===== config.mk =====
export PLATFORM = sky130hd
export DESIGN_NAME = fsrpg_supervisor
export DESIGN_NICKNAME = d
export VERILOG_FILES = /design/src/fsrpg_pkg.sv /design/src/fsrpg_pg_if.sv /design/src/fsrpg_pg_window.sv /design/src/fsrpg_supervisor.sv
export SDC_FILE = /design/constraint.sdc
export NUM_CORES = 1
export LEC_CHECK = 0
export ABC_AREA = 1
export BUFFER_PORTS_ARGS = -buffer_cell sky130_fd_sc_hd__buf_2
export CAP_MARGIN = 15
export CORE_ASPECT_RATIO = 1.5
export CORE_MARGIN = 1
export CORE_UTILIZATION = 54
export DETAILED_ROUTE_END_ITERATION = 8
export HOLD_SLACK_MARGIN = 0.08
export PLACE_DENSITY = 0.82
export SETUP_SLACK_MARGIN = 0.3
export SYNTH_ARGS = -nofsm -noshare
export SYNTH_HDL_FRONTEND = slang
export SYNTH_SLANG_ARGS = --single-unit

===== constraint.sdc =====
create_clock -name clk -period 3.7 [get_ports clk]
set_clock_uncertainty 0.05 [all_clocks]
set_input_delay 0.74 -clock clk [delete_from_list [all_inputs] [get_ports clk]]
set_output_delay 0.74 -clock clk [all_outputs]
set_load 0.01 [all_outputs]

===== src/fsrpg_pkg.sv =====
// Shared constants and types for the fault-response and power-good supervisor
`default_nettype none

package fsrpg_pkg;

    // Widths of the sensed quantities and of the soft-start rise time
    localparam int VOLT_W = 12;
    localparam int TEMP_W = 9;
    localparam int CURR_W = 8;
    localparam int RISE_W = 16;

    // Fault response chosen per fault source
    typedef enum logic [1:0] {
        RESP_LATCH,
        RESP_RESTART,
        RESP_IGNORE
    } fsrpg_resp_t;

    // Supervisor states
    typedef enum logic [2:0] {
        ST_OFF,
        ST_SOFT,
        ST_RUN,
        ST_COOL_INT,
        ST_COOL_EXT,
        ST_DISCH,
        ST_HICCUP,
        ST_LATCHED
    } fsrpg_state_t;

    // Counts and limits
    localparam logic [1:0] OC_TRIP_COUNT = 2'h3;
    localparam logic [2:0] RESTART_RISE_PERIODS = 3'h7;
    localparam logic [9:0] EXT_OT_HYST_DEGC = 10'h014;
    localparam logic [VOLT_W-1:0] PG_HYST_BASE = 12'h008;

    // Status flag positions
    localparam int FLG_EXT_OT_FAULT = 0;
    localparam int FLG_EXT_OT_WARN = 1;
    localparam int FLG_INT_OT = 2;
    localparam int FLG_LS_OC_WARN = 3;
    localparam int FLG_OC_FAULT = 4;
    localparam int FLG_OV_FAULT = 5;
    localparam int FLG_OV_WARN = 6;
    localparam int NUM_FLAGS = 7;

    // Reset values
    localparam logic [NUM_FLAGS-1:0] FLAGS_RESET = 7'h00;
    localparam logic [RISE_W-1:0] RISE_CNT_RESET = 16'h0000;
    localparam logic [2:0] PERIOD_CNT_RESET = 3'h0;
    localparam logic [1:0] OC_CNT_RESET = 2'h0;

endpackage : fsrpg_pkg

`default_nettype wire


===== src/fsrpg_pg_if.sv =====
// Signals between the supervisor core and its power-good window comparator
`timescale 1ns/100ps
`default_nettype none

interface fsrpg_pg_if;
    import fsrpg_pkg::*;
    logic [VOLT_W-1:0] sense;
    logic [VOLT_W-1:0] ov_warn;
    logic [VOLT_W-1:0] uv_warn;
    logic [1:0] scale_code;
    logic in_window;

    modport core (output sense, output ov_warn, output uv_warn,
                  output scale_code, input in_window);
    modport mon (input sense, input ov_warn, input uv_warn,
                 input scale_code, output in_window);
endinterface : fsrpg_pg_if

`default_nettype wire


===== src/fsrpg_pg_window.sv =====
// Power-good window comparator with scale-dependent hysteresis
`timescale 1ns/100ps
`default_nettype none

module fsrpg_pg_window
    import fsrpg_pkg::*;
(
    // Clock and reset
    input wire logic clk,
    input wire logic sys_rst,
    // Window signals
    fsrpg_pg_if.mon pg
);

    logic [VOLT_W:0] hyst;
    logic [VOLT_W:0] ov_lo;
    logic [VOLT_W:0] uv_hi;
    logic in_window_reg;
    logic in_window_next;

    // Hysteresis doubles each time the loop scale factor halves, up to scale code 2; code 3 uses the code 2 value
    always_comb begin
        hyst = {1'b0, PG_HYST_BASE} << ((pg.scale_code > 2'h2) ?
               2'h2 : pg.scale_code); // RULE3
        ov_lo = ({1'b0, pg.ov_warn} > hyst) ?
                ({1'b0, pg.ov_warn} - hyst) : 13'h0000;
        uv_hi = {1'b0, pg.uv_warn} + hyst;
    end

    // Leave at the warning limits, re-enter only inside the hysteresis
    always_comb begin
        in_window_next = in_window_reg;
        if (in_window_reg) begin
            if (pg.sense > pg.ov_warn || pg.sense < pg.uv_warn) begin // RULE2
                in_window_next = 1'b0;
            end
        end else if ({1'b0, pg.sense} <= ov_lo &&
                     {1'b0, pg.sense} >= uv_hi) begin // RULE2
            in_window_next = 1'b1;
        end
    end

    always_ff @(posedge clk or posedge sys_rst) begin
        if (sys_rst) begin
            in_window_reg <= 1'b0;
        end else begin
            in_window_reg <= in_window_next;
        end
    end

    assign pg.in_window = in_window_reg;

    property p_win_enter;
        @(posedge clk) disable iff (sys_rst)
        $rose(in_window_reg) |-> ({1'b0, $past(pg.sense)} <= $past(ov_lo)
            && {1'b0, $past(pg.sense)} >= $past(uv_hi));
    endproperty
    a_win_enter: assert property (p_win_enter) // RULE3
        else $error("power-good window entered outside hysteresis");

    property p_win_leave;
        @(posedge clk) disable iff (sys_rst)
        $fell(in_window_reg) |-> ($past(pg.sense) > $past(pg.ov_warn)
            || $past(pg.sense) < $past(pg.uv_warn));
    endproperty
    a_win_leave: assert property (p_win_leave) // RULE2
        else $error("power-good window left while inside warning limits");

endmodule : fsrpg_pg_window

`default_nettype wire


===== src/fsrpg_supervisor.sv =====
// Fault-response supervisor driving the FET enables and power-good output
//
// Behaviour
// (RULE1) Power-good is released only in regulation, after start-up, with the output inside the window.
// (RULE2) The window bounds are the programmable overvoltage and undervoltage warning limits.
// (RULE3) Window hysteresis doubles for each halving of the output loop scale factor; scale code 3 keeps the scale code 2 value.
// (RULE4) Any active fault pulls power-good low.
// (RULE5) An external over-temperature fault not ignored turns both FETs off; restart waits for a 20 degree fall.
// (RULE6) Ignored external over-temperature or overcurrent faults leave modulation running and power-good high.
// (RULE7) Warnings keep modulation and pull power-good low unless the related fault is ignored.
// (RULE8) Junction over-temperature cannot be ignored: both FETs off until the die has cooled, then restart.
// (RULE9) An overcurrent fault under latch-off stops both FETs after three counts and stays off until reset or re-enable.
// (RULE10) An overcurrent fault under restart waits seven soft-start rise periods before restarting.
// (RULE11) High-side peak current always ends the switching cycle early, even when the fault is ignored.
// (RULE12) An overvoltage fault forces the high-side FET off; a select bit chooses the low-side discharge mode.
// (RULE13) After overvoltage discharge under restart, seven rise periods pass before restart.
// (RULE14) Overcurrent is counted per switching cycle and trips after three consecutive events.
// (RULE15) Each fault but junction over-temperature has its own latch, restart or ignore setting; a latch lasts until reset or re-enable.
// (RULE16) Every fault and warning sets a sticky flag and raises the alert unless masked.
`timescale 1ns/100ps
`default_nettype none

module fsrpg_supervisor
    import fsrpg_pkg::*;
(
    // Clock and reset
    input wire logic clk,
    input wire logic sys_rst,
    // Converter control
    input wire logic converter_enable_in,
    input wire logic [RISE_W-1:0] soft_start_rise_time,
    input wire logic pwm_cycle_strobe,
    // Sensed quantities
    input wire logic [VOLT_W-1:0] diff_sense_out,
    input wire logic [TEMP_W-1:0] ext_temp,
    input wire logic int_temp_hot,
    input wire logic [CURR_W-1:0] lowside_current,
    input wire logic hs_oc_event,
    // Limits
    input wire logic [VOLT_W-1:0] out_overvolt_warn_threshold,
    input wire logic [VOLT_W-1:0] out_undervolt_warn_threshold,
    input wire logic [VOLT_W-1:0] out_overvolt_fault_threshold,
    input wire logic [VOLT_W-1:0] out_undervolt_fault_threshold,
    input wire logic [TEMP_W-1:0] ext_temp_fault_threshold,
    input wire logic [TEMP_W-1:0] ext_temp_warn_threshold,
    input wire logic [CURR_W-1:0] lowside_current_fault_threshold,
    input wire logic [CURR_W-1:0] lowside_current_warn_threshold,
    input wire logic [1:0] loop_scale_code,
    // Fault responses
    input wire fsrpg_resp_t ext_ot_resp,
    input wire fsrpg_resp_t oc_resp,
    input wire fsrpg_resp_t ov_resp,
    input wire logic overvolt_lowside_action_select,
    // Status and alert
    input wire logic [NUM_FLAGS-1:0] status_clear,
    input wire logic [NUM_FLAGS-1:0] alert_mask,
    output logic [NUM_FLAGS-1:0] status_flags,
    output logic alert_out,
    output logic [2:0] state_out,
    // Power stage
    output logic fet_pwm_mode,
    output logic hs_force_off,
    output logic ls_force_on,
    output logic cycle_terminate,
    // Open-drain power good
    output logic power_good_out_o,
    output logic power_good_out_oe
);

    fsrpg_pg_if pg ();

    fsrpg_pg_window u_window (
        .clk(clk),
        .sys_rst(sys_rst),
        .pg(pg.mon)
    );

    assign pg.sense = diff_sense_out;
    assign pg.ov_warn = out_overvolt_warn_threshold;
    assign pg.uv_warn = out_undervolt_warn_threshold;
    assign pg.scale_code = loop_scale_code;

    ////////////////////////////////////////////////////////////////////////
    // Fault and warning conditions

    logic ext_ot_fault;
    logic ext_ot_warn;
    logic ext_ot_cooled;
    logic ls_oc_event;
    logic ls_oc_warn;
    logic ov_fault;
    logic ov_warn;
    logic uv_reached;
    logic oc_trip;
    logic rise_done;
    logic active;

    fsrpg_state_t state_reg;
    fsrpg_state_t state_next;
    logic [RISE_W-1:0] rise_cnt_reg;
    logic [RISE_W-1:0] rise_cnt_next;
    logic [2:0] period_cnt_reg;
    logic [2:0] period_cnt_next;
    logic [1:0] oc_cnt_reg;
    logic [1:0] oc_cnt_next;
    logic ls_hold_reg;
    logic ls_hold_next;

    always_comb begin
        ext_ot_fault = ext_temp > ext_temp_fault_threshold;
        ext_ot_warn = ext_temp > ext_temp_warn_threshold;
        ext_ot_cooled = ({1'b0, ext_temp} + EXT_OT_HYST_DEGC) <=
                        {1'b0, ext_temp_fault_threshold}; // RULE5
        ls_oc_event = lowside_current > lowside_current_fault_threshold;
        ls_oc_warn = lowside_current > lowside_current_warn_threshold;
        ov_fault = diff_sense_out > out_overvolt_fault_threshold;
        ov_warn = diff_sense_out > out_overvolt_warn_threshold;
        uv_reached = diff_sense_out <= out_undervolt_fault_threshold;
        oc_trip = oc_cnt_reg == OC_TRIP_COUNT; // RULE14
        rise_done = ({1'b0, rise_cnt_reg} + 17'h00001) >=
                    {1'b0, soft_start_rise_time};
        active = state_reg == ST_SOFT || state_reg == ST_RUN;
    end

    ////////////////////////////////////////////////////////////////////////
    // Sequencing state machine

    always_comb begin
        state_next = state_reg;
        rise_cnt_next = rise_cnt_reg;
        period_cnt_next = period_cnt_reg;
        oc_cnt_next = oc_cnt_reg;
        ls_hold_next = ls_hold_reg;
        // Consecutive overcurrent cycles, high-side or low-side
        if (!active) begin
            oc_cnt_next = OC_CNT_RESET;
        end else if (pwm_cycle_strobe) begin
            if (hs_oc_event || ls_oc_event) begin // RULE14
                oc_cnt_next = oc_trip ? oc_cnt_reg : oc_cnt_reg + 2'h1;
            end else begin
                oc_cnt_next = OC_CNT_RESET;
            end
        end
        if (!converter_enable_in) begin
            state_next = ST_OFF; // RULE15
        end else begin
            case (state_reg)
                ST_OFF: begin
                    state_next = ST_SOFT;
                end
                ST_SOFT, ST_RUN: begin
                    if (int_temp_hot) begin
                        state_next = ST_COOL_INT; // RULE8
                    end else if (ext_ot_fault && ext_ot_resp != RESP_IGNORE) begin
                        state_next = (ext_ot_resp == RESP_LATCH) ?
                                     ST_LATCHED : ST_COOL_EXT; // RULE5
                    end else if (ov_fault && ov_resp != RESP_IGNORE) begin
                        state_next = ST_DISCH; // RULE12
                        ls_hold_next = !overvolt_lowside_action_select;
                    end else if (oc_trip && oc_resp != RESP_IGNORE) begin
                        state_next = (oc_resp == RESP_LATCH) ?
                                     ST_LATCHED : ST_HICCUP; // RULE9 RULE10
                    end else if (state_reg == ST_SOFT && rise_done) begin
                        state_next = ST_RUN;
                    end
                end
                ST_COOL_INT: begin
                    if (!int_temp_hot) begin
                        state_next = ST_SOFT; // RULE8
                    end
                end
                ST_COOL_EXT: begin
                    if (ext_ot_cooled) begin
                        state_next = ST_SOFT; // RULE5
                    end
                end
                ST_DISCH: begin
                    if (uv_reached) begin
                        state_next = (ov_resp == RESP_RESTART) ?
                                     ST_HICCUP : ST_LATCHED; // RULE13
                    end
                end
                ST_HICCUP: begin
                    if (rise_done && period_cnt_reg ==
                        RESTART_RISE_PERIODS - 3'h1) begin
                        state_next = ST_SOFT; // RULE10 RULE13
                    end
                end
                default: begin
                    state_next = ST_LATCHED; // RULE15
                end
            endcase
        end
        // Rise-period timers restart on every state change
        if (state_next != state_reg) begin
            rise_cnt_next = RISE_CNT_RESET;
            period_cnt_next = PERIOD_CNT_RESET;
        end else if (rise_done) begin
            rise_cnt_next = RISE_CNT_RESET;
            period_cnt_next = period_cnt_reg + 3'h1;
        end else begin
            rise_cnt_next = rise_cnt_reg + 16'h0001;
        end
        if (state_next == ST_OFF || state_next == ST_SOFT) begin
            ls_hold_next = 1'b0;
        end
    end

    always_ff @(posedge clk or posedge sys_rst) begin
        if (sys_rst) begin
            state_reg <= ST_OFF;
            rise_cnt_reg <= RISE_CNT_RESET;
            period_cnt_reg <= PERIOD_CNT_RESET;
            oc_cnt_reg <= OC_CNT_RESET;
            ls_hold_reg <= 1'b0;
        end else begin
            state_reg <= state_next;
            rise_cnt_reg <= rise_cnt_next;
            period_cnt_reg <= period_cnt_next;
            oc_cnt_reg <= oc_cnt_next;
            ls_hold_reg <= ls_hold_next;
        end
    end

    ////////////////////////////////////////////////////////////////////////
    // Power stage and power-good outputs

    logic fault_pull;
    logic warn_pull;
    logic pwm_next;
    logic ls_next;
    logic term_next;
    logic pg_oe_next;
    logic pwm_reg;
    logic hs_off_reg;
    logic ls_reg;
    logic term_reg;
    logic pg_oe_reg;

    always_comb begin
        fault_pull = int_temp_hot ||
                     (ext_ot_fault && ext_ot_resp != RESP_IGNORE) ||
                     (oc_trip && oc_resp != RESP_IGNORE) ||
                     (ov_fault && ov_resp != RESP_IGNORE); // RULE4 RULE6
        warn_pull = (ext_ot_warn && ext_ot_resp != RESP_IGNORE) ||
                    (ls_oc_warn && oc_resp != RESP_IGNORE) ||
                    (ov_warn && ov_resp != RESP_IGNORE); // RULE7
        pwm_next = active; // RULE6 RULE7
        ls_next = state_reg == ST_DISCH ||
                  (ls_hold_reg && state_reg != ST_OFF); // RULE12
        term_next = hs_oc_event && active; // RULE11
        pg_oe_next = !(state_reg == ST_RUN && pg.in_window &&
                       !fault_pull && !warn_pull); // RULE1
    end

    always_ff @(posedge clk or posedge sys_rst) begin
        if (sys_rst) begin
            pwm_reg <= 1'b0;
            hs_off_reg <= 1'b1;
            ls_reg <= 1'b0;
            term_reg <= 1'b0;
            pg_oe_reg <= 1'b1;
        end else begin
            pwm_reg <= pwm_next;
            hs_off_reg <= !pwm_next;
            ls_reg <= ls_next;
            term_reg <= term_next;
            pg_oe_reg <= pg_oe_next;
        end
    end

    assign fet_pwm_mode = pwm_reg;
    assign hs_force_off = hs_off_reg;
    assign ls_force_on = ls_reg;
    assign cycle_terminate = term_reg;
    assign power_good_out_o = 1'b0;
    assign power_good_out_oe = pg_oe_reg;
    assign state_out = state_reg;

    ////////////////////////////////////////////////////////////////////////
    // Sticky status flags and alert

    logic [NUM_FLAGS-1:0] cond;
    logic [NUM_FLAGS-1:0] cond_prev_reg;
    logic [NUM_FLAGS-1:0] flags_reg;
    logic [NUM_FLAGS-1:0] flags_next;

    always_comb begin
        cond = '0;
        cond[FLG_EXT_OT_FAULT] = ext_ot_fault;
        cond[FLG_EXT_OT_WARN] = ext_ot_warn;
        cond[FLG_INT_OT] = int_temp_hot;
        cond[FLG_LS_OC_WARN] = ls_oc_warn;
        cond[FLG_OC_FAULT] = oc_trip;
        cond[FLG_OV_FAULT] = ov_fault;
        cond[FLG_OV_WARN] = ov_warn;
    end

    // A new event in the clearing cycle keeps its flag set
    for (genvar i = 0; i < NUM_FLAGS; i++) begin : g_flag
        assign flags_next[i] = (cond[i] && !cond_prev_reg[i]) ||
                               (flags_reg[i] && !status_clear[i]); // RULE16
    end

    always_ff @(posedge clk or posedge sys_rst) begin
        if (sys_rst) begin
            flags_reg <= FLAGS_RESET;
            cond_prev_reg <= FLAGS_RESET;
        end else begin
            flags_reg <= flags_next;
            cond_prev_reg <= cond;
        end
    end

    assign status_flags = flags_reg;
    assign alert_out = |(flags_reg & ~alert_mask); // RULE16

    ////////////////////////////////////////////////////////////////////////
    // Assertions

    property p_pg_release;
        @(posedge clk) disable iff (sys_rst)
        !power_good_out_oe |-> $past(state_reg == ST_RUN && pg.in_window);
    endproperty
    a_pg_release: assert property (p_pg_release) // RULE1
        else $error("power good released outside regulation window");

    property p_int_ot_pull;
        @(posedge clk) disable iff (sys_rst)
        int_temp_hot |=> power_good_out_oe;
    endproperty
    a_int_ot_pull: assert property (p_int_ot_pull) // RULE4
        else $error("power good not pulled low on fault");

    property p_int_ot_off;
        @(posedge clk) disable iff (sys_rst)
        (int_temp_hot && converter_enable_in && active) |->
            ##2 (!fet_pwm_mode && hs_force_off && !ls_force_on);
    endproperty
    a_int_ot_off: assert property (p_int_ot_off) // RULE8
        else $error("FETs not off after junction over-temperature");

    property p_ext_latch;
        @(posedge clk) disable iff (sys_rst)
        (active && converter_enable_in && !int_temp_hot && ext_ot_fault
            && ext_ot_resp == RESP_LATCH) |=> state_reg == ST_LATCHED;
    endproperty
    a_ext_latch: assert property (p_ext_latch) // RULE5
        else $error("external over-temperature latch not taken");

    property p_ext_cool_cause;
        @(posedge clk) disable iff (sys_rst)
        (state_reg == ST_COOL_EXT && $past(state_reg) != ST_COOL_EXT) |->
            $past(ext_ot_resp) == RESP_RESTART;
    endproperty
    a_ext_cool_cause: assert property (p_ext_cool_cause) // RULE6
        else $error("external over-temperature acted while not restart");

    property p_oc_count;
        @(posedge clk) disable iff (sys_rst)
        (state_reg == ST_HICCUP && $past(state_reg) != ST_HICCUP
            && $past(state_reg) != ST_DISCH) |-> $past(oc_cnt_reg) == 2'h3;
    endproperty
    a_oc_count: assert property (p_oc_count) // RULE14
        else $error("overcurrent hiccup without three events");

    property p_hiccup_len;
        @(posedge clk) disable iff (sys_rst)
        (state_reg == ST_SOFT && $past(state_reg) == ST_HICCUP) |->
            ($past(period_cnt_reg) == 3'h6 && $past(rise_done));
    endproperty
    a_hiccup_len: assert property (p_hiccup_len) // RULE10
        else $error("restart before seven rise periods");

    property p_peak_limit;
        @(posedge clk) disable iff (sys_rst)
        (hs_oc_event && active) |=> cycle_terminate;
    endproperty
    a_peak_limit: assert property (p_peak_limit) // RULE11
        else $error("peak current did not end the cycle");

    property p_ov_disch;
        @(posedge clk) disable iff (sys_rst)
        state_reg == ST_DISCH |=> (ls_force_on && hs_force_off);
    endproperty
    a_ov_disch: assert property (p_ov_disch) // RULE12
        else $error("overvoltage discharge outputs wrong");

    property p_latch_hold;
        @(posedge clk) disable iff (sys_rst)
        (state_reg == ST_LATCHED && converter_enable_in) |=>
            state_reg == ST_LATCHED;
    endproperty
    a_latch_hold: assert property (p_latch_hold) // RULE9
        else $error("latched shutdown left without re-enable");

    property p_alert;
        @(posedge clk) disable iff (sys_rst)
        (|(flags_next & ~flags_reg & ~alert_mask)) |=> alert_out;
    endproperty
    a_alert: assert property (p_alert) // RULE16
        else $error("unmasked event raised no alert");

endmodule : fsrpg_supervisor

`default_nettype wire


==> results.md, run 1 <==
* Post-route worst setup slack at 0.0111 ns
* Antenna cell count at 0
* Setup crit start kind: flip-flop
* Floorplan core area at 11100 um^2
* Clk buf depth at 2
* Most used flip-flop cell after synthesis: dfrtp_1
* Startpoint-to-endpoint class of the critical path: reg -> reg
* Ys async rst share at 1.00
* Wire length the detailed router placed on met1 at 6640 um
* Vias in the first global route at 6166
* Seq cells post-synth at 45
* Headroom to the max-slew limit at 0.370
* Total area of multi-input combinational cells at 4620 um^2
* Number of nets in the final layout at 1370
* Outcome: finished clean
* Overall die width at 89.2 um
* First-pass iteration count of the detailed router at 5
* Std cell rows at 47
* Final RePlAce weighted congestion at 0.925
* HP Class: reg -> reg
* Synth Instances at 874
* Cell with the most instances after synthesis: inv_1
* CTS tree: built
* Actual slew at the worst max-slew pin at 0.944 ns
* Worst setup slack after placement at -0.0450 ns
* Drt drc at 0
* Highest routed metal layer: met4
* Initial core utilization at 0.557
* Final Instance Area at 7860 um^2
* Mean post-synth cell area at 7.05 um^2
* Area added between synthesis and finish at 27.6%
* Maximum number of pins on one net before global-route repair at 46
* YS warnings at 0
* Share of the cycle needed by the critical path after routing at 0.997
* Initial antenna violation count at 0
* Total of endpoints with negative setup slack in the final report at 0
* Max VDD drop at 0.234 mV
* Top cell type's share of synthesized area at 0.282
* # hold bufs at CTS at 0
* Synthesized area at 6160 um^2
* CTS root buffer: clkbuf_16
* HPWL after detailed placement at 13300 um
* Total clock buffers created by CTS at 5
* Critical path peak fanout at 6
* Number of design-rule violations left by the first detailed-router iteration at 249
* Reg area at 1130 um^2
* Clock slew at the register clock pins of the worst setup and hold paths at 0.07 ns
* Fin. Hold Viols at 0
* Metal3 WL at 893 um
* Endpoint class of the critical path: flip-flop
* Highest attainable clock frequency at 271 MHz
* Die Y at 133 um
* Routed length per placed instance at 13.9 um
* Clock Latency Late Sink at 0.29 ns
* Flop-to-flop setup slack at 0.01 ns
* Distinct cells, synth at 42
* IO buf count at 171
* Max_cap viols at 0
* I/O pin total at 173
* Met2 wirelength from detailed routing at 8970 um
* Worst EP required at 3.84 ns
* Global-route total usage across every layer at 0.275
* Dominant cells by area after synthesis: ha_1 28%, dfrtp_1 17%, inv_1 12%, nand2_1 9.8%, a21oi_1 4.7%
* Cell type with the highest aggregate area in the netlist: ha_1
* Cell area after placement at 7260 um^2
* Setup repair after global routing missed its margin: true
* Share of synthesized area occupied by flip-flops and latches at 0.183
* Drt via density at 5.31
* Setup TNS at 0 ns
* Power density normalized to cell area at 298 nW/um^2
* First-pass GRT wire length at 26000 um
* Sink Count at 45
* Area enclosed by the die boundary at 11900 um^2
* List of most frequent post-synthesis cells: 190 x inv_1, 161 x nand2_1, 139 x ha_1
* Critical path arrival at 3.82 ns
* Count of flip-flops with a built-in enable after synthesis at 0
* Reported leakage power at 0.00459 uW
* Final cell utilization of the core at 0.711
* Number of levels the H-tree was split into at 2
* Layout cells sized above 1 at 0.268
* Number of flip-flops under the largest register name at 16
* Fin. max-slew vios at 0
* Final Routed Wirelength at 17000 um
* Remaining antenna violation count after routing at 0
* Grt total ovfl at 0
* Number of fillers in the final layout at 935
* Final period demand of the worst path at 3.69 ns
* Via total after detailed routing at 6487
-- through the flow --
stage,instances,hold WS (ns),total power (uW)
finish,1222,0.390,2340
CTS,1212,0.392,2080
detailed placement,1197,0.373,1580
global route,1222,0.402,2510
floorplan,875,0.360,1280
global placement,1197,0.367,1560
-- metal layers --
layer,up-vias,GRT usage
met5,-,0
met2,210,0.520
met1,2963,0.308
li1,3263,-
met4,0,0.0820
met3,51,0.0374
-- worst max-delay path: stages, from the launching register on --
cell and delay (ns):
dfrtp_1 0.42, nand3_2 0.12, nor2_2 0.15, inv_2 0.07, nor3_4 0.20, nand2_2 0.11
nor2_4 0.15, nand2_2 0.09, xnor2_2 0.16, ha_1 0.31, nand2_1 0.08, nor2_2 0.15
nand2_1 0.08, nor2_2 0.13, nand2_4 0.07, nand3_4 0.13, nand3_2 0.12, nand2_2 0.09
nand4_1 0.14, nand2_1 0.12, nand2_1 0.07, nand2_2 0.08, nand3_4 0.13, buf_6 0.17
nor3_1 0.18
-- area by class of cell --
class                      count  area share
clock buffer                   6      0.0177
multi-input combinational    636       0.588
sequential                    45       0.144
timing repair buffer         196       0.135
inverter                     190      0.0907
tap                          147      0.0234
clock inverter                 2     0.00175
-- cells in the final DEF (no fill, tap or decap), types with 12 or more instances in the layout --
master and instances:
nand2_1 149, xor2_1 16, a21oi_1 56, nor3_2 16
o21ai_0 29, buf_4 21, nand3_1 35, inv_1 183
ha_1 135, buf_2 171, nand4_1 19, nand2_2 13
o22ai_1 12, nor2_1 57, dfrtp_1 43
-- report_power, final --
part | leakage [uW] | switching [uW] | internal (uW)
Combinational | 0.00392 | 761 | 505
Clock | 0.0000768 | 195 | 269
Sequential | 0.000591 | 55.1 | 555
Total | 0.00459 | 1010 | 1330
-- cells by family after synthesis --
family / count (synthesis) / share of synthesized area
simple gates: 342 / 0.260
buf+inv: 196 / 0.123
fa+ha+maj: 140 / 0.285
compound gates: 125 / 0.114
flops: 45 / 0.183
xor+xnor: 24 / 0.0341
other cells: 2 / 0.00122
-- what timing repair did --
item | CTS | global route
gates resized for setup | 5 | 63
gates cloned | 0 | 2
endpoints found under the hold margin | 0 | 0
buffers inserted | 7 | 8
pin swaps | 5 | 23
endpoints found under the setup margin | 20 | 20
-- path summary, 6_finish.rpt --
kind | startpoint | endpoint | cells past startpoint
max in group asynchronous | sys_rst | period_cnt_reg[0] | 2
worst max-delay path | rise_cnt_reg[0] | rise_cnt_reg[4] | 24
worst max register to register | rise_cnt_reg[0] | rise_cnt_reg[4] | 24
min in group asynchronous | sys_rst | ls_force_on | 2
worst min-delay path | cond_prev_reg[2] | status_flags[2] | 1
worst min register to register | cond_prev_reg[2] | status_flags[2] | 1
(Power assumes the default switching activity.)
==> run 2, diff against run 1 <==
--- a/config.mk
+++ b/config.mk
@@ -12,6 +12,7 @@
 export CORE_MARGIN = 1
 export CORE_UTILIZATION = 54
 export DETAILED_ROUTE_END_ITERATION = 8
+export GPL_TIMING_DRIVEN = 0
 export HOLD_SLACK_MARGIN = 0.08
 export PLACE_DENSITY = 0.82
 export SETUP_SLACK_MARGIN = 0.3
==> run 2 against run 1 <==
Combinational power increased by 17%. Sequential share of layout area is 0.57 points lower. The flow now finishes with violations (setup timing). Power rose by 11%. Sequential power shrank 1%. Register-to-register slack got worse by 0.09 ns. Clock power grew 14%. First-iteration DRC count is 92% higher. Global-route usage rose by 0.95 points. Final cell count increased by 2.0%.
==> results.md, run 2 (same netlist as run 1, synthesis figures left out) <==
* Critical path arrival at 3.93 ns
* CTS root buffer: clkbuf_16
* Layout cells sized above 1 at 0.288
* I/O pin total at 173
* Sequential share of power at 0.230
* Net switching fraction of the power at 0.415
* Relative contribution of combinational cells to total power at 0.567
* Worst EP required at 3.85 ns
* Maximum number of pins on one net before global-route repair at 27
* Clock Latency Late Sink at 0.30 ns
* Initial core utilization at 0.557
* Highest-delay cell along the critical path: dfrtp_1
* Std cell rows at 47
* Setup repair after global routing missed its margin: true
* Crit path largest cell delay at 0.45 ns
* Number of levels the H-tree was split into at 2
* Power density normalized to cell area at 319 nW/um^2
* Fin. Hold Viols at 0
* Initial antenna violation count at 0
* Share of the cycle needed by the critical path after routing at 1.02
* Total of endpoints with negative setup slack in the final report at 16
* # hold bufs at CTS at 0
* Die Y at 133 um
* Endpoint class of the critical path: flip-flop
* Number of design-rule violations left by the first detailed-router iteration at 478
* Switching Power at 1080 uW
* Most frequent cells in the layout: 182 x inv_1, 170 x buf_2, 149 x nand2_1, 134 x ha_1, 54 x a21oi_1
* Hold path start: cond_prev_reg[6]
* Headroom to the max-slew limit at 0.643
* Number of flip-flops under the largest register name at 16
* Cell chain of the critical path: buf_6, ha_4, nand2_4, nor2_4, nand2_4, nor3_4, xor2_2, ha_1, a21oi_2, nor2_1, nor3_2, nand3_4, buf_4, buf_4, inv_1, clkbuf_4, nand2_1, nor3_2
* Final RePlAce weighted congestion at 0.909
* Actual slew at the worst max-slew pin at 0.530 ns
* First-pass GRT wire length at 26800 um
* Most frequent standard cell in the layout excluding fill and tap cells: inv_1
* Routed length per placed instance at 15.2 um
* Antenna cell count at 0
* Fin. max-slew vios at 0
* Global-route total usage across every layer at 0.285
* Clock slew at the register clock pins of the worst setup and hold paths at 0.07 ns
* Total clock buffers created by CTS at 5
* Sink Count at 45
* Final cell utilization of the core at 0.740
* Drt drc at 0
* IO buf count at 171
* Area added between synthesis and finish at 32.8%
* Clock share of power at 0.203
* Overall die width at 89.2 um
* Highest attainable clock frequency at 265 MHz
* Via total after detailed routing at 6762
* Post-route worst setup slack at -0.0795 ns
* Outcome: finished, violations left
* Flop-to-flop setup slack at -0.08 ns
* Remaining antenna violation count after routing at 0
* HP Class: reg -> reg
* Worst setup slack after placement at -0.377 ns
* Drt via density at 5.43
* Area enclosed by the die boundary at 11900 um^2
* Vias in the first global route at 6322
* Crit. Startpoint: rise_cnt_reg[0]
* Reported leakage power at 0.00475 uW
* Number of fillers in the final layout at 818
* Grt total ovfl at 0
* Startpoint-to-endpoint class of the critical path: reg -> reg
* Max VDD drop at 0.269 mV
* Setup crit start kind: flip-flop
* Number of nets in the final layout at 1394
* First-pass iteration count of the detailed router at 5
* HPWL after detailed placement at 13200 um
* RR Startpoint: rise_cnt_reg[0]
* Max_cap viols at 0
* CTS tree: built
* Final period demand of the worst path at 3.78 ns
* Violations in the final reports: setup timing
* Internal power at 1520 uW
* Clk buf depth at 2
* Floorplan core area at 11100 um^2
* Critical path peak fanout at 10
* Final Routed Wirelength at 19000 um
==> run 2: cell type report <==
type	instances	area (um^2)	share of cell area
inverters	190	713	0.0871
flip-flops and latches	45	1130	0.138
clock inverters	3	46.3	0.00566
plain buffers	6	63.8	0.00780
clock buffers	5	125	0.0153
repair buffers	216	1300	0.159
multi-input cells	634	4630	0.565
well taps	147	184	0.0225
==> run 2: stage by stage <==
stage	instances	cell area (um^2)	hold slack, ns	TNS [ns]	power (uW)
after floorplan	875	6180	0.360	0	1280
after CTS	1230	7740	0.374	0	2330
after global placement	1193	7220	0.362	-0.341	1580
after detailed placement	1194	7240	0.365	-0.654	1610
after global routing	1246	8190	0.396	-5.81	2770
final	1246	8190	0.372	-0.631	2610
==> run 2: what timing repair did <==
action | in CTS | in global routing
gates resized for setup | 20 | 75
endpoints found under the setup margin | 21 | 22
pin swaps | 21 | 39
endpoints found under the hold margin | 0 | 0
cloned | 1 | 0
buffers inserted | 27 | 16
==> run 2: path summary, 6_finish.rpt <==
path | to | cells after the start
max | rise_cnt_reg[3] | 18
min | status_flags[6] | 1
max in group asynchronous | period_cnt_reg[1] | 3
min reg2reg | status_flags[6] | 1
min in group asynchronous | cond_prev_reg[2] | 2
max reg2reg | rise_cnt_reg[3] | 18
==> run 2: power groups by stage <==
stage	registers (uW)	logic, uW	clock network, uW
after floorplan	612	666	0
after global placement	600	983	0
after detailed placement	600	1010	0
after CTS	591	1220	518
after global routing	603	1620	547
final	601	1480	529
==> run 2: routing by layer <==
metal	vias to the layer above	global-route usage	share of wire
met5	-	0	0
met4	0	0.0926	0.044
met3	84	0.0586	0.077
met2	323	0.521	0.51
met1	3051	0.318	0.37
li1	3304	-	-
==> run 2: critical path: cells and delay by family (launching register included) <==
family	cells	cell delay, ns
AO/OA/AOI/OAI	1	0.15
XOR/XNOR	1	0.19
buffers and inverters	5	0.88
AND/OR/NAND/NOR	9	1.52
adder cells (fa/ha/maj)	2	0.41
flip-flops	1	0.45
==> run 3, diff against run 2 <==
--- a/config.mk
+++ b/config.mk
@@ -10,11 +10,11 @@
 export CAP_MARGIN = 15
 export CORE_ASPECT_RATIO = 1.5
 export CORE_MARGIN = 1
-export CORE_UTILIZATION = 54
+export CORE_UTILIZATION = 55
 export DETAILED_ROUTE_END_ITERATION = 8
 export GPL_TIMING_DRIVEN = 0
 export HOLD_SLACK_MARGIN = 0.08
-export PLACE_DENSITY = 0.82
+export PLACE_DENSITY = 0.84
 export SETUP_SLACK_MARGIN = 0.3
 export SYNTH_ARGS = -nofsm -noshare
 export SYNTH_HDL_FRONTEND = slang
==> constraint.sdc (replaced) <==
create_clock -name clk -period 4.6 [get_ports clk]
set_clock_uncertainty 0.05 [all_clocks]
set_input_delay 0.92 -clock clk [delete_from_list [all_inputs] [get_ports clk]]
set_output_delay 0.92 -clock clk [all_outputs]
set_load 0.01 [all_outputs]
==> run 3 against run 2 <==
The run now ends clean. Clock power down 32%. Hold slack better by 0.013 ns. Cell area down 9.6%. Clock-buffer cell count stayed put. Wire length is 19% lower. Power fell by 37%.
==> results.md, run 3 (same netlist as run 1, synthesis figures left out) <==
* Startpoint-to-endpoint class of the critical path: in -> reg
* Headroom to the max-slew limit at 0.579
* First-pass GRT wire length at 25900 um
* Final RePlAce weighted congestion at 0.898
* Actual slew at the worst max-slew pin at 0.625 ns
* HPWL after detailed placement at 13000 um
* Drt drc at 0
* Setup TNS at 0 ns
* Critical path peak fanout at 6
* Remaining antenna violation count after routing at 0
* Setup crit start kind: input port
* Post-route worst setup slack at 0.601 ns
* Net switching fraction of the power at 0.417
* Clock share of power at 0.217
* Sequential share of power at 0.289
* Sum of buffers and inverters on the critical path at 5
* Sink Count at 45
* Number of design-rule violations left by the first detailed-router iteration at 253
* Cell area after placement at 7230 um^2
* Global-route total usage across every layer at 0.276
* Area added between synthesis and finish at 20.1%
* Dominant delay contributor by cell family on the critical path: compound AO/OA/AOI/OAI gates
* Total clock buffers created by CTS at 5
* Overall die width at 88.4 um
* Overall power after layout at 1650 uW
* Final Instance Area at 7400 um^2
* Cell count of the worst hold path at 1
* Worst setup slack after placement at 0.000767 ns
* Outcome: finished clean
* Vias in the first global route at 6153
* Initial core utilization at 0.560
* Clock Latency Late Sink at 0.29 ns
* Floorplan core area at 11000 um^2
* Die Y at 132 um
* Max VDD drop at 0.171 mV
* Routed length per placed instance at 12.8 um
* IO buf count at 171
* Most frequent cells in the layout: 189 x inv_1, 172 x buf_2, 160 x nand2_1, 139 x ha_1, 65 x nor2_1
* Drt via density at 5.20
* Relative contribution of combinational cells to total power at 0.493
* Clk buf depth at 2
* Endpoint class of the critical path: flip-flop
* HP Class: reg -> reg
* Switching Power at 688 uW
* Initial antenna violation count at 1
* R2r endpoint: rise_cnt_reg[9]
* Critical path arrival at 4.18 ns
* Fin. Hold Viols at 0
* Cell total after placement at 1194
* Number of flip-flops under the largest register name at 16
* Total of endpoints with negative setup slack in the final report at 0
* Most frequent standard cell in the layout excluding fill and tap cells: inv_1
* Clock slew at the register clock pins of the worst setup and hold paths at 0.07 ns
* Hold path start: cond_prev_reg[3]
* Number of levels the H-tree was split into at 2
* Worst EP required at 4.79 ns
* Highest attainable clock frequency at 250 MHz
* Final Instance Count excl. Fillers at 1204
* Layout cells sized above 1 at 0.206
* Fin. max-slew vios at 0
* Max_cap viols at 0
* CTS root buffer: clkbuf_16
* Via total after detailed routing at 6255
* Std cell rows at 47
* Setup repair after global routing missed its margin: false
* Reported leakage power at 0.00440 uW
* First-pass iteration count of the detailed router at 4
* Flop-to-flop setup slack at 0.89 ns
* CTS tree: built
* Crit. Startpoint: loop_scale_code[1]
* Endpoint of the worst hold path: status_flags[3]
* Power density normalized to cell area at 223 nW/um^2
* Final Routed Wirelength at 15400 um
* Number of nets in the final layout at 1352
* Grt total ovfl at 0
* Final period demand of the worst path at 4.00 ns
* Maximum number of pins on one net before global-route repair at 27
* Most frequent cell on the critical path: nor2_1
* Area enclosed by the die boundary at 11600 um^2
* Crit path largest cell delay at 0.29 ns
* Share of the cycle needed by the critical path after routing at 0.869
* Length in cells of the worst reg-to-reg path at 22
* Internal power at 961 uW
* RR Startpoint: rise_cnt_reg[0]
* I/O pin total at 173
* Highest-delay cell along the critical path: ha_1
## run 3: cell types whose count changed in the layout (fill, tap and decap cells not counted), sizes merged
cell | previous run | this run
bufinv | 1 | 0
diode | 0 | 1
buf | 220 | 178
## run 3: worst max-delay path by stage
stage	endpoint	slack, ns	cells past startpoint
2_1_floorplan	u_window.pg.in_window	0.62	25
3_3_place_gp	u_window.pg.in_window	0.06	26
3_5_place_dp	u_window.pg.in_window	0.0008	26
4_1_cts	u_window.pg.in_window	0.47	26
5_1_grt	u_window.pg.in_window	0.27	26
6_report	u_window.pg.in_window	0.60	26
## run 3: through the flow
step,utilization,hold WS (ns)
after global placement,0.655,0.368
after floorplan,-,0.360
after global routing,0.673,0.390
after CTS,0.670,0.387
final,0.673,0.384
after detailed placement,0.657,0.378
## run 3: repair_timing
action | 4_1_cts | 5_1_grt
resized for setup | 1 | 2
setup endpoints to repair | 1 | 1
hold buffers | 0 | 0
setup buffers | 0 | 2
pin swaps | 0 | 1
## run 3: power groups by stage
stage	logic (uW)	registers [uW]	clock network, uW
after floorplan	534	492	0
after global placement	782	483	0
after detailed placement	808	483	0
after CTS	813	477	356
after global routing	928	482	371
final	814	477	358
## run 3: final cells by class
cell class                      count  area (um^2)
Sequential cell                    45         1130
Multi-Input combinational cell    634         4300
Timing Repair Buffer              174          891
Tap cell                          147          184
Clock inverter                      2         16.3
Buffer                              6         42.5
Clock buffer                        5          125
Inverter                          190          713
Fill cell                         999         3600
Antenna cell                        1         2.50
## run 3: layer usage
layer  GRT usage  vias up  routed length, um  share of wire
li1            -     3214                  -              -
met3      0.0459       46                797          0.052
met5           0        -                  0              0
met2       0.513      186               8030           0.52
met1       0.303     2809               6100           0.39
met4      0.0977        0                522          0.034
## run 3: worst register-to-register path, cell delays in order (launching register included)
cell and delay, ns:
dfrtp_1 0.40, nand3_1 0.11, nor2_1 0.16, inv_1 0.10, nor3_1 0.25, nand2_1 0.16
nor2_1 0.15, nand4_1 0.12, xnor2_1 0.22, ha_1 0.27, inv_1 0.07, nor2_1 0.05
nor3_1 0.30, nand3_4 0.18, nand3_2 0.11, nand2_1 0.07, and3_1 0.15, nand2_1 0.08
nand2_1 0.10, nand2_2 0.09, nand3_4 0.13, buf_6 0.20, nor3_2 0.12
